## src/hdl/lcst_map.svh

```systemverilog
// Purpose: Constants of the lifecycle transit command handler
// Assumes: Included by the design files by bare name
// Notes:   Offsets, codes and field values only
`ifndef LCST_MAP_SVH
`define LCST_MAP_SVH
// ----------------------------------------
// Framing bytes
// ----------------------------------------
`define LCST_SOH         8'h01
`define LCST_ETX         8'h03
`define LCST_SOD         8'h81
`define LCST_CMD_TRANSIT 8'h71
`define LCST_RES_ERR     8'hf1
`define LCST_LEN_CMD     16'h0003
`define LCST_RSP_LNH     8'h00
`define LCST_RSP_LNL     8'h0a
`define LCST_RSP_LAST    4'he
`define LCST_ALL_ONES    32'hffffffff
// ----------------------------------------
// Lifecycle codes
// ----------------------------------------
`define LCST_LC_CM       8'h01
`define LCST_LC_OEM      8'h04
`define LCST_LC_LCKB     8'h06
`define LCST_LC_RACK     8'h08
`define LCST_LC_RRET     8'h09
// ----------------------------------------
// Status codes
// ----------------------------------------
`define LCST_STS_OK      8'h00
`define LCST_STS_PKT     8'hc1
`define LCST_STS_SUM     8'hc2
`define LCST_STS_ACC     8'hc3
`define LCST_STS_PARAM   8'hc4
`define LCST_STS_PROT    8'hc5
`define LCST_STS_FLASH   8'hc6
`define LCST_STS_HW      8'hc7
`endif

```

## src/hdl/lcst_pkg.sv

```systemverilog
// Purpose: Types of the lifecycle transit command handler
// Assumes: Nothing
// Notes:   Enumerations only
package lcst_pkg;
   typedef enum logic [2:0] {
      rx_hunt, rx_lnh, rx_lnl, rx_body, rx_sum, rx_etx
   } lcst_rx_t;
   typedef enum logic [2:0] {
      st_idle, st_check, st_flash, st_readback, st_send, st_wait, st_halt
   } lcst_state_t;
endpackage : lcst_pkg

```

## src/hdl/lcst_sum.sv

```systemverilog
// Purpose: Running byte sum modulo 256
// Assumes: One byte per add strobe
// Notes:   Clear wins over add
`timescale 1ns/1ps
`default_nettype none
module lcst_sum (
   input  wire logic       i_clk,
   input  wire logic       i_srst,
   input  wire logic       i_clear,
   input  wire logic       i_add,
   input  wire logic [7:0] i_byte,
   output var  logic [7:0] o_sum
);
   always_ff @(posedge i_clk) begin
      if (i_srst || i_clear) begin
         o_sum <= 8'h00;
      end else if (i_add) begin
         o_sum <= o_sum + i_byte;
      end
   end
endmodule : lcst_sum
`default_nettype wire

```

## src/hdl/lcst_transit.sv

```systemverilog
// Purpose: Lifecycle state transit command handler
// Assumes: Byte streams and flash port share i_clk
// Notes:   Handles only command 71h, other codes are dropped unless the end byte is bad or the length is zero or above LEN_MAX
`timescale 1ns/1ps
`default_nettype none
`include "lcst_map.svh"
module lcst_transit #(
   parameter logic [15:0] LEN_MAX = 16'h0400
) (
   input  wire logic        i_clk,
   input  wire logic        i_srst,
   input  wire logic        i_rx_valid,
   input  wire logic [7:0]  i_rx_data,
   output var  logic        o_rx_ready,
   output var  logic        o_tx_valid,
   output var  logic [7:0]  o_tx_data,
   input  wire logic        i_tx_ready,
   input  wire logic [7:0]  i_lifecycle_state,
   input  wire logic        i_lckboot_enable,
   input  wire logic        i_edw_pending,
   input  wire logic        i_prot_abnormal,
   output var  logic        o_flash_req,
   output var  logic [7:0]  o_flash_dest,
   input  wire logic        i_flash_done,
   input  wire logic        i_flash_err,
   input  wire logic [31:0] i_flash_status,
   output var  logic        o_halted,
   output var  lcst_pkg::lcst_state_t o_state
);
   import lcst_pkg::*;

   if (LEN_MAX < `LCST_LEN_CMD) begin : g_len_chk
      $error("LEN_MAX below command length");
   end

   // ----------------------------------------
   // Declarations
   // ----------------------------------------
   lcst_rx_t    rx_reg;
   lcst_state_t st_reg;
   logic [7:0]  lnh_reg;
   logic [15:0] len_reg;
   logic [15:0] cnt_reg;
   logic [7:0]  cmd_reg;
   logic [7:0]  src_reg;
   logic [7:0]  dst_reg;
   logic        cmd_seen_reg;
   logic        etx_ok_reg;
   logic        sum_ok_reg;
   logic        done_reg;
   logic        halt_after_reg;
   logic [7:0]  res_reg;
   logic [7:0]  sts_reg;
   logic [31:0] det_reg;
   logic        tx_start_reg;
   logic [7:0]  sum;
   logic        take;
   logic        fmt_ok;
   logic        tx_done;
   logic        sum_clear;
   logic        sum_add;
   logic        go_flash;
   logic [7:0]  chk_sts;
   logic        ignore;
   logic        lc_valid;

   // ----------------------------------------
   // Receive side
   // ----------------------------------------
   // Bytes are held off while a packet is in work, so none is lost
   assign o_rx_ready = ((st_reg == st_idle) && !done_reg) || (st_reg == st_halt);
   assign take       = i_rx_valid && o_rx_ready && (st_reg == st_idle);
   assign sum_clear  = take && (rx_reg == rx_hunt);
   assign sum_add    = take && (rx_reg != rx_hunt) && (rx_reg != rx_etx);
   assign fmt_ok     = (len_reg != 16'h0000) && (len_reg <= LEN_MAX);

   lcst_sum u_sum (
      .i_clk   (i_clk),
      .i_srst  (i_srst),
      .i_clear (sum_clear),
      .i_add   (sum_add),
      .i_byte  (i_rx_data),
      .o_sum   (sum)
   );

   always_ff @(posedge i_clk) begin
      if (i_srst) begin
         rx_reg <= rx_hunt;
      end else if (take) begin
         case (rx_reg)
            rx_hunt: begin
               if (i_rx_data == `LCST_SOH) begin
                  rx_reg <= rx_lnh;
               end
            end
            rx_lnh: begin
               rx_reg <= rx_lnl;
            end
            rx_lnl: begin
               // An unusable length skips the body, so framing still closes
               if (({lnh_reg, i_rx_data} != 16'h0000) && ({lnh_reg, i_rx_data} <= LEN_MAX)) begin
                  rx_reg <= rx_body;
               end else begin
                  rx_reg <= rx_sum;
               end
            end
            rx_body: begin
               if (cnt_reg == len_reg - 16'h0001) begin
                  rx_reg <= rx_sum;
               end
            end
            rx_sum: begin
               rx_reg <= rx_etx;
            end
            rx_etx: begin
               rx_reg <= rx_hunt;
            end
            default: begin
               rx_reg <= rx_hunt;
            end
         endcase
      end
   end

   always_ff @(posedge i_clk) begin
      if (i_srst) begin
         lnh_reg <= 8'h00;
         len_reg <= 16'h0000;
         cnt_reg <= 16'h0000;
      end else if (take) begin
         if (rx_reg == rx_lnh) begin
            lnh_reg <= i_rx_data;
         end
         if (rx_reg == rx_lnl) begin
            len_reg <= {lnh_reg, i_rx_data};
            cnt_reg <= 16'h0000;
         end
         if (rx_reg == rx_body) begin
            cnt_reg <= cnt_reg + 16'h0001;
         end
      end
   end

   always_ff @(posedge i_clk) begin
      if (i_srst) begin
         cmd_reg      <= 8'h00;
         src_reg      <= 8'h00;
         dst_reg      <= 8'h00;
         cmd_seen_reg <= 1'b0;
      end else if (sum_clear) begin
         cmd_seen_reg <= 1'b0;
      end else if (take && (rx_reg == rx_body)) begin
         case (cnt_reg)
            16'h0000: begin
               cmd_reg      <= i_rx_data;
               cmd_seen_reg <= 1'b1;
            end
            16'h0001: src_reg <= i_rx_data;
            16'h0002: dst_reg <= i_rx_data;
            default: begin
               cmd_reg <= cmd_reg;
            end
         endcase
      end
   end

   // Packet complete once the end-byte slot has been taken
   always_ff @(posedge i_clk) begin
      if (i_srst) begin
         etx_ok_reg <= 1'b0;
         sum_ok_reg <= 1'b0;
         done_reg   <= 1'b0;
      end else begin
         done_reg <= take && (rx_reg == rx_etx);
         if (take && (rx_reg == rx_etx)) begin
            etx_ok_reg <= (i_rx_data == `LCST_ETX);
            sum_ok_reg <= (sum == 8'h00);
         end
      end
   end

   // ----------------------------------------
   // Checks in fixed order
   // ----------------------------------------
   assign ignore = etx_ok_reg && fmt_ok && cmd_seen_reg && (cmd_reg != `LCST_CMD_TRANSIT);

   always_comb begin
      go_flash = 1'b0;
      if (!etx_ok_reg) begin
         chk_sts = `LCST_STS_PKT;
      end else if (!sum_ok_reg) begin
         chk_sts = `LCST_STS_SUM;
      end else if (!fmt_ok) begin
         chk_sts = `LCST_STS_PKT;
      end else if (len_reg != `LCST_LEN_CMD) begin
         chk_sts = `LCST_STS_PKT;
      end else if ((i_lifecycle_state != `LCST_LC_CM) && (i_lifecycle_state != `LCST_LC_OEM)
                   && (i_lifecycle_state != `LCST_LC_RACK)) begin
         chk_sts = `LCST_STS_ACC;
      end else if (i_edw_pending) begin
         chk_sts = `LCST_STS_ACC;
      end else if (src_reg != i_lifecycle_state) begin
         chk_sts = `LCST_STS_PARAM;
      end else if (!(((src_reg == `LCST_LC_CM) && (dst_reg == `LCST_LC_OEM))
                  || ((src_reg == `LCST_LC_OEM) && (dst_reg == `LCST_LC_LCKB))
                  || ((src_reg == `LCST_LC_RACK) && (dst_reg == `LCST_LC_RRET)))) begin
         chk_sts = `LCST_STS_PARAM;
      end else if ((dst_reg == `LCST_LC_LCKB) && !i_lckboot_enable) begin
         chk_sts = `LCST_STS_PROT;
      end else begin
         chk_sts  = `LCST_STS_OK;
         go_flash = 1'b1;
      end
   end

   assign lc_valid = (i_lifecycle_state == `LCST_LC_CM) || (i_lifecycle_state == `LCST_LC_OEM)
                  || (i_lifecycle_state == `LCST_LC_LCKB) || (i_lifecycle_state == `LCST_LC_RACK)
                  || (i_lifecycle_state == `LCST_LC_RRET);

   // ----------------------------------------
   // Control sequence
   // ----------------------------------------
   always_ff @(posedge i_clk) begin
      if (i_srst) begin
         st_reg <= st_idle;
      end else begin
         case (st_reg)
            st_idle: begin
               if (i_lifecycle_state == `LCST_LC_LCKB) begin
                  st_reg <= st_halt;
               end else if (done_reg) begin
                  st_reg <= ignore ? st_idle : st_check;
               end
            end
            st_check: begin
               st_reg <= go_flash ? st_flash : st_send;
            end
            st_flash: begin
               if (i_flash_done) begin
                  st_reg <= i_flash_err ? st_send : st_readback;
               end
            end
            st_readback: begin
               st_reg <= st_send;
            end
            st_send: begin
               st_reg <= st_wait;
            end
            st_wait: begin
               if (tx_done) begin
                  st_reg <= halt_after_reg ? st_halt : st_idle;
               end
            end
            st_halt: begin
               st_reg <= st_halt;
            end
            default: begin
               st_reg <= st_idle;
            end
         endcase
      end
   end

   // Flash request is a single pulse per accepted command
   always_ff @(posedge i_clk) begin
      if (i_srst) begin
         o_flash_req  <= 1'b0;
         o_flash_dest <= 8'h00;
      end else begin
         o_flash_req <= (st_reg == st_check) && go_flash;
         if ((st_reg == st_check) && go_flash) begin
            o_flash_dest <= dst_reg;
         end
      end
   end

   // ----------------------------------------
   // Answer contents
   // ----------------------------------------
   always_ff @(posedge i_clk) begin
      if (i_srst) begin
         res_reg        <= `LCST_RES_ERR;
         sts_reg        <= `LCST_STS_OK;
         det_reg        <= `LCST_ALL_ONES;
         halt_after_reg <= 1'b0;
      end else begin
         case (st_reg)
            st_check: begin
               res_reg        <= `LCST_RES_ERR;
               sts_reg        <= chk_sts;
               det_reg        <= `LCST_ALL_ONES;
               halt_after_reg <= 1'b0;
            end
            st_flash: begin
               if (i_flash_done && i_flash_err) begin
                  sts_reg <= `LCST_STS_FLASH;
                  det_reg <= i_flash_status;
               end
            end
            st_readback: begin
               if (!lc_valid) begin
                  sts_reg        <= `LCST_STS_HW;
                  halt_after_reg <= 1'b1;
               end else if (i_prot_abnormal) begin
                  sts_reg <= `LCST_STS_HW;
               end else begin
                  res_reg        <= `LCST_CMD_TRANSIT;
                  sts_reg        <= `LCST_STS_OK;
                  halt_after_reg <= (dst_reg == `LCST_LC_LCKB) || (dst_reg == `LCST_LC_RRET);
               end
            end
            default: begin
               res_reg <= res_reg;
            end
         endcase
      end
   end

   always_ff @(posedge i_clk) begin
      if (i_srst) begin
         tx_start_reg <= 1'b0;
      end else begin
         tx_start_reg <= (st_reg == st_send);
      end
   end

   // ----------------------------------------
   // Transmit side
   // ----------------------------------------
   lcst_tx u_tx (
      .i_clk      (i_clk),
      .i_srst     (i_srst),
      .i_start    (tx_start_reg),
      .i_res      (res_reg),
      .i_sts      (sts_reg),
      .i_det      (det_reg),
      .o_busy     (),
      .o_done     (tx_done),
      .o_tx_valid (o_tx_valid),
      .o_tx_data  (o_tx_data),
      .i_tx_ready (i_tx_ready)
   );

   assign o_halted = (st_reg == st_halt);
   assign o_state  = st_reg;

endmodule : lcst_transit
`default_nettype wire

```

## src/hdl/lcst_tx.sv

```systemverilog
// Purpose: Serialises the fifteen byte answer packet
// Assumes: Start only while not busy
// Notes:   Words go out high byte first
`timescale 1ns/1ps
`default_nettype none
`include "lcst_map.svh"
module lcst_tx (
   input  wire logic        i_clk,
   input  wire logic        i_srst,
   input  wire logic        i_start,
   input  wire logic [7:0]  i_res,
   input  wire logic [7:0]  i_sts,
   input  wire logic [31:0] i_det,
   output var  logic        o_busy,
   output var  logic        o_done,
   output var  logic        o_tx_valid,
   output var  logic [7:0]  o_tx_data,
   input  wire logic        i_tx_ready
);
   logic [3:0]  idx_reg;
   logic [7:0]  res_reg;
   logic [7:0]  sts_reg;
   logic [31:0] det_reg;
   logic [7:0]  sum;

   function automatic logic [7:0] pick(input logic [3:0] i, input logic [7:0] r, input logic [7:0] s,
                                       input logic [31:0] d, input logic [7:0] c);
      case (i)
         4'h0:    pick = `LCST_SOD;
         4'h1:    pick = `LCST_RSP_LNH;
         4'h2:    pick = `LCST_RSP_LNL;
         4'h3:    pick = r;
         4'h4:    pick = s;
         4'h5:    pick = d[31:24];
         4'h6:    pick = d[23:16];
         4'h7:    pick = d[15:8];
         4'h8:    pick = d[7:0];
         4'hd:    pick = c;
         4'he:    pick = `LCST_ETX;
         default: pick = 8'hff;
      endcase
   endfunction : pick

   // Address word is all ones, four bytes of ff add fc
   assign sum = 8'h00 - (`LCST_RSP_LNL + res_reg + sts_reg + det_reg[31:24] + det_reg[23:16]
                + det_reg[15:8] + det_reg[7:0] + 8'hfc);
   assign o_tx_valid = o_busy;

   always_ff @(posedge i_clk) begin
      if (i_srst) begin
         o_busy  <= 1'b0;
         o_done  <= 1'b0;
         idx_reg <= 4'h0;
         o_tx_data <= 8'h00;
         res_reg <= 8'h00;
         sts_reg <= 8'h00;
         det_reg <= 32'h0;
      end else begin
         o_done <= 1'b0;
         if (i_start && !o_busy) begin
            o_busy    <= 1'b1;
            idx_reg   <= 4'h0;
            o_tx_data <= `LCST_SOD;
            res_reg   <= i_res;
            sts_reg   <= i_sts;
            det_reg   <= i_det;
         end else if (o_busy && i_tx_ready) begin
            if (idx_reg == `LCST_RSP_LAST) begin
               o_busy <= 1'b0;
               o_done <= 1'b1;
            end else begin
               idx_reg   <= idx_reg + 4'h1;
               o_tx_data <= pick(idx_reg + 4'h1, res_reg, sts_reg, det_reg, sum);
            end
         end
      end
   end
endmodule : lcst_tx
`default_nettype wire

```

## config.mk

```make
export PLATFORM = sky130hd
export DESIGN_NAME = lcst_transit
export DESIGN_NICKNAME = d
export VERILOG_FILES = /design/src/hdl/lcst_pkg.sv /design/src/hdl/lcst_sum.sv /design/src/hdl/lcst_transit.sv /design/src/hdl/lcst_tx.sv
export VERILOG_INCLUDE_DIRS = /design/src /design/src/hdl
export SDC_FILE = /design/constraint.sdc
export NUM_CORES = 1
export LEC_CHECK = 0
export ABC_AREA = 1
export CAP_MARGIN = 20
export CORE_ASPECT_RATIO = 1.1
export CORE_MARGIN = 2
export CORE_UTILIZATION = 50
export DETAILED_ROUTE_END_ITERATION = 16
export DONT_BUFFER_PORTS = 1
export PLACE_DENSITY = 0.75
export SETUP_SLACK_MARGIN = 0.2
export SYNTH_ARGS = -nofsm -noshare
export SYNTH_HDL_FRONTEND = slang
export SYNTH_SLANG_ARGS = --single-unit
```

## constraint.sdc

```tcl
create_clock -name i_clk -period 6.6 [get_ports i_clk]
set_input_delay 0.66 -clock i_clk [delete_from_list [all_inputs] [get_ports i_clk]]
set_output_delay 0.66 -clock i_clk [all_outputs]
set_load 0.01 [all_outputs]
```

# --- After elaboration in Yosys (flattened, before gate mapping) ---
# Cells that the tools add are included.
totals:
  regBits: 203
  in_bits: 57
  out_inout_bits: 23
classes:
  n_addsub: 12
  n_lt_le_gt_ge: 2
  n_eq_ne: 55
  muxes: 53
  bitwise: 3
  reduce_logical: 68
ops:
  columns: ["cell", "n"]
  rows:
  - ["$mux W8", 17]
  - ["$pmux W8 S11", 1]
  - ["$pmux W32 S2", 1]
  - ["$add A8 B8 Y8", 6]
  - ["$eq A8 B3 Y1 const B", 5]
  - ["$eq A8 B4 Y1 const B", 4]
  - ["$le A16 B11 Y1 const B", 2]
  - ["$mux W16", 2]
  - ["$mux W32", 1]
  - ["$reduce_bool A16 Y1", 2]
  - ["$mux W3", 10]
  - ["$eq A8 B1 Y1 const B", 3]
  - ["$pmux W8 S3", 1]
  - ["$logic_and A1 B1 Y1", 23]
  - ["$pmux W3 S7", 1]
  - ["$reduce_and A2 Y1", 10]
  - ["$reduce_and A3 Y1", 6]
  - ["$add A16 B1 Y16 const B", 1]
  - ["$eq A16 B1 Y1 const B", 1]
  - ["$eq A16 B16 Y1", 1]
  - ["$eq A16 B2 Y1 const B", 1]
  - ["$eq A4 B3 Y1 const B", 4]
  - ["$eq A4 B4 Y1 const B", 4]
  - ["$logic_not A16 Y1", 1]
  - ["other kinds (35)", 85]

# --- Depth between registers and ports, before layout ---
logic_depth:
  ltp_word: 14
  depth_mapped: 17
  ltp_nobuf: 17

# --- Cells and area by module ---
# Synthesis repeated with hierarchy kept, for this count alone.
hier_totals:
  hier_cells: 1510
  area_unflattened_um2: 10639.0
modules_own_cells:
  columns: ["mod", "n_inst", "cells_each", "area_per_inst_um2"]
  rows:
  - ["lcst_transit", 1, 902, 6149.6]
  - ["lcst_tx", 1, 512, 3822.4]
  - ["lcst_sum", 1, 96, 666.9]

# --- Worst setup path after synthesis ---
# OpenSTA, ideal clock, no wires.
synth_timing:
  path_kind: "flip-flop to flip-flop"
  start: "register u_tx.det_reg[2]"
  end: "register u_tx.o_tx_data[6]"
  setup_time_ps: 109
  arrival_ps: 3066
  slack_ps: 3425
  path_stages_with_launch: 15
  path_buffers: 0
  synth_period_minus_slack_ps: 3175
  cell_sequence: "dfxtp_1 > fa_1 > inv_1 > fa_1 > fa_1 > ha_1 > fa_1 > nand2_1 > nand2_1 > a21oi_1 > xnor2_1 > a21oi_1 > nand4_1 > nand2_1 > inv_1"
synth_between:
  elab_chain_len: 4
synth_lines:
  columns: ["element", "line_no", "source"]
  rows:
  - ["start, declared", "lcst_tx.sv:23", "logic [31:0] det_reg;"]
  - ["start signal, assigned", "lcst_tx.sv:66", "det_reg <= i_det;"]
  - ["$add A8 B8 Y8 (no line) (2 in series)", null, null]
  - ["$sub A1 B8 Y8", "lcst_tx.sv:45", "assign sum = 8'h00 - (`LCST_RSP_LNL + res_reg + sts_reg + det_reg[31:24] + det_reg[23:16]"]
  - ["$pmux W8 S11", "lcst_tx.sv:28", "case (i)"]
  - ["end signal, assigned", "lcst_tx.sv:63", "o_tx_data <= `LCST_SOD;"]
  - ["end signal, assigned", "lcst_tx.sv:73", "o_tx_data <= pick(idx_reg + 4'h1, res_reg, sts_reg, det_reg, sum);"]
  - ["end, declared", "lcst_tx.sv:17", "output var logic [7:0] o_tx_data,"]
# No other way between the ends.
# A chain may end at the register's enable or synchronous reset.

# --- Worst setup path in the final report ---
# Ends and elaborated chain as after synthesis.

==> results_dict.tcl <==
set metrics [dict create \
    synthMuxAreaShare_pct 0 \
    synth_top_cell_by_area "dfxtp_1" \
    grt_pass1_wl_mm 38.8 \
    via_per_inst 5.45 \
    drcViolationCount 0 \
    synth_nets 1450 \
    p_seq_share_pct 40.9 \
    synthAdderAreaFrac_pct 8.15 \
    syn_area_mm2 0.00970 \
    power.leakage_nw 4.53 \
    root_buffer "clkbuf_16" \
    finalWeightedCongestion 0.936 \
    powerDensity_mw_per_mm2 285 \
    outcome "completed" \
    ys_async_sr_fraction_pct 0 \
    switchingPower_mw 1.03 \
    cts.repair.resized 0 \
    timing.rr.start "u_tx.det_reg[2]" \
    synth_ff_type "dfxtp_1" \
    cp.required_ps 6950 \
    cts_buffer_depth 2 \
    synthSimpleGateAreaFrac_pct 24.2 \
    post-cts-setup-buffer-count 0 \
    finClkSkew_ps 9.36 \
    synth_edf_count 0 \
    synthXorXnorAreaFrac_pct 2.71 \
    cp.arrival_ps 3710 \
    synth_top_area_share_pct 37.5 \
    antenna_left 0 \
    hold_class "in -> reg" \
    hold_end "tx_start_reg" \
    setup_violations 0 \
    r2r_cells 14 \
    drt_iter0_drc 626 \
    die_y_um 150 \
    ys_ff_latch 182 \
    syn_inst 1343 \
    fillers 1865 \
    grt_remaining_overflow 0 \
    ir_drop_v 0.000231 \
    insertedDiodeCount 0 \
    synth_top_family_by_area "simple AND/OR/NAND/NOR gates" \
    p_int_mw 1.95 \
    combPwrFrac_pct 24.8 \
    rsz0062_at_grt "no" \
    critPathKind "reg -> reg" \
    max-cap-violations 0 \
    syn_avg_cell_area_um2 7.23 \
    antenna_found_initial 1 \
    finish.instance_area_mm2 0.0104 \
    synthTopCellsByArea "dfxtp_1 (38%), nand2_1 (8.2%), o21ai_0 (7.9%)" \
    placementRows 53 \
    worst_pin_slew_ps 1020 \
    critical-path-top-delay-family "adder cells" \
    grt.total_usage_pct 23.8 \
    setup_tns_ps 0 \
    nNetsFinal 1432 \
    cp_num_buf_inv 2 \
    dr.pass1.iters 9 \
    ys_types 50 \
    crit_fanout 2 \
    clk_pin_slew_worst_paths_ps 70 \
    insertion_delay_ps 440 \
    via_count 8644 \
    reg2reg_slack_ps 3230 \
    ctsHoldBuffers 0 \
    detail_route.wl_per_cell_um 15.2 \
    clock-sinks 182 \
    whs_path_depth 1 \
    crit_path_max_incr_delay_ps 530 \
    core-area_mm2 0.0191 \
    io_buffers 0 \
    io_pins 80 \
    hpwl_mm 18.0 \
    routed_wl_mm 24.0 \
    synth-compound-area-share_pct 17.9 \
    relSlewSlack_pct 31.5 \
    placed_area_mm2 0.00986 \
    fmax_ghz 0.297 \
    path_common_cell "fa_1" \
    cpMaxStageDelayCell "fa_1" \
    pwr-share-clk_pct 34.3 \
    finalHoldViolations 0 \
    start_util_pct 50.8 \
    seq_area_frac_synth_pct 37.5 \
    cp_cell_sequence "fa_1 > inv_1 > fa_1 > fa_1 > ha_1 > fa_1 > nand2_1 > nand2_1 > a21oi_1 > xnor2_1 > a21oi_1 > nand4_1 > nand2_1 > inv_1" \
    reg2reg_to "u_tx.o_tx_data[6]" \
    min_from "i_srst" \
    slew_violations 0 \
    drive_above_1_share_pct 5.46 \
    cts_tree "done" \
    die_area_mm2 0.0205 \
    area_growth_pct 7.66 \
    grt_pass1_vias 7971 \
    htree_levels 4 \
    end_kind "register" \
    ys_warn_count 0 \
    grt_max_degree 82 \
    swShare_pct 34.4 \
    min_period_ps 3370 \
    worst_setup_path_start_kind "register" \
    period_share_pct 51.0 \
    dieWidth_um 137 \
    cts_buffers 17 \
]
-- worst max-delay path by stage --
stage                         start                 to  slack (ps)  depth (start not counted)
finish              u_tx.det_reg[2]  u_tx.o_tx_data[6]        3230                         14
global route        u_tx.det_reg[2]  u_tx.o_tx_data[6]        3070                         14
CTS                 u_tx.det_reg[2]  u_tx.o_tx_data[6]        3250                         14
detailed placement  u_tx.det_reg[2]  u_tx.o_tx_data[6]        3270                         14
global placement    u_tx.det_reg[2]  u_tx.o_tx_data[6]        3320                         14
floorplan           u_tx.det_reg[2]  u_tx.o_tx_data[6]        3430                         14
-- Yosys cell counts (11+ instances only) --
library cell	count
nand2_1	212
inv_1	188
dfxtp_1	182
o21ai_0	153
nor2_1	144
a21oi_1	121
nand3_1	89
clkbuf_1	34
ha_1	28
fa_1	22
nor3_1	22
xor2_1	17
xnor2_1	13
a31oi_1	11
nand4_1	11
-- metrics by stage --
| step | utilization (%) | setup WS, ps | hold WS, ps | std cells | power [mW] |
|---|---|---|---|---|---|
| 2_1_floorplan | - | 3430 | 424 | 1343 | 1.83 |
| 3_3_place_gp | 51.6 | 3320 | 436 | 1553 | 1.96 |
| 3_5_place_dp | 51.6 | 3270 | 441 | 1553 | 1.97 |
| 4_1_cts | 54.7 | 3250 | 273 | 1585 | 2.98 |
| 5_1_grt | 54.7 | 3070 | 270 | 1585 | 3.15 |
| 6_report | 54.7 | 3230 | 283 | 1585 | 2.98 |
-- power groups by stage --
stage          combinational (mW)  sequential [mW]  clock [mW]
5_1_grt                     0.852             1.22        1.08
3_5_place_dp                0.732             1.24           0
3_3_place_gp                0.717             1.24           0
2_1_floorplan               0.608             1.22           0
4_1_cts                     0.736             1.21        1.03
6_report                    0.738             1.22        1.02
-- routing by layer --
layer	vias to the layer above	global-route usage [%]	part of all wire, %
li1	4362	-	-
met1	4064	28.8	42
met2	180	42.1	51
met3	36	5.29	4.3
met4	2	6.70	1.8
met5	-	0	0.058
-- placed cells by master, fill, tap and decap left out, types with 4 or more instances in the layout --
cell / count
nor2_1: 144
inv_2: 5
nand2_1: 212
nor4_1: 7
clkinvlp_4: 4
nor3_1: 22
clkbuf_16: 17
nand3_1: 89
dfxtp_1: 182
or2_2: 4
a211oi_1: 4
nor2_2: 5
ha_1: 28
o22ai_1: 7
o21ai_1: 10
xor2_1: 17
inv_1: 187
o21ai_0: 153
nand4_1: 11
nand3b_1: 7
a31oi_1: 11
xnor2_1: 13
nor2_4: 7
buf_4: 4
fa_1: 22
a21oi_1: 121
-- cell type report --
cell class                 instances  area (um2)  area share, %
sequential                       182        3640           34.9
clock buffer                      17         425           4.07
clock inverter                    15         166           1.59
timing repair buffer               4        30.0          0.287
inverter                         194         729           6.98
tap                              247         309           2.96
multi-input combinational        926        5140           49.2
-- kinds of logic (layout without fill, tap and decap cells) --
| logic type | count (synthesis) | in the layout |
|---|---|---|
| AOI/OAI and AO/OA | 326 | 326 |
| xor gates and xnor gates | 30 | 30 |
| adders and majority gates | 50 | 50 |
| buffers and inverters | 235 | 230 |
| DFF | 182 | 182 |
| and+or+nand+nor | 520 | 520 |
(Power assumes the default switching activity.)
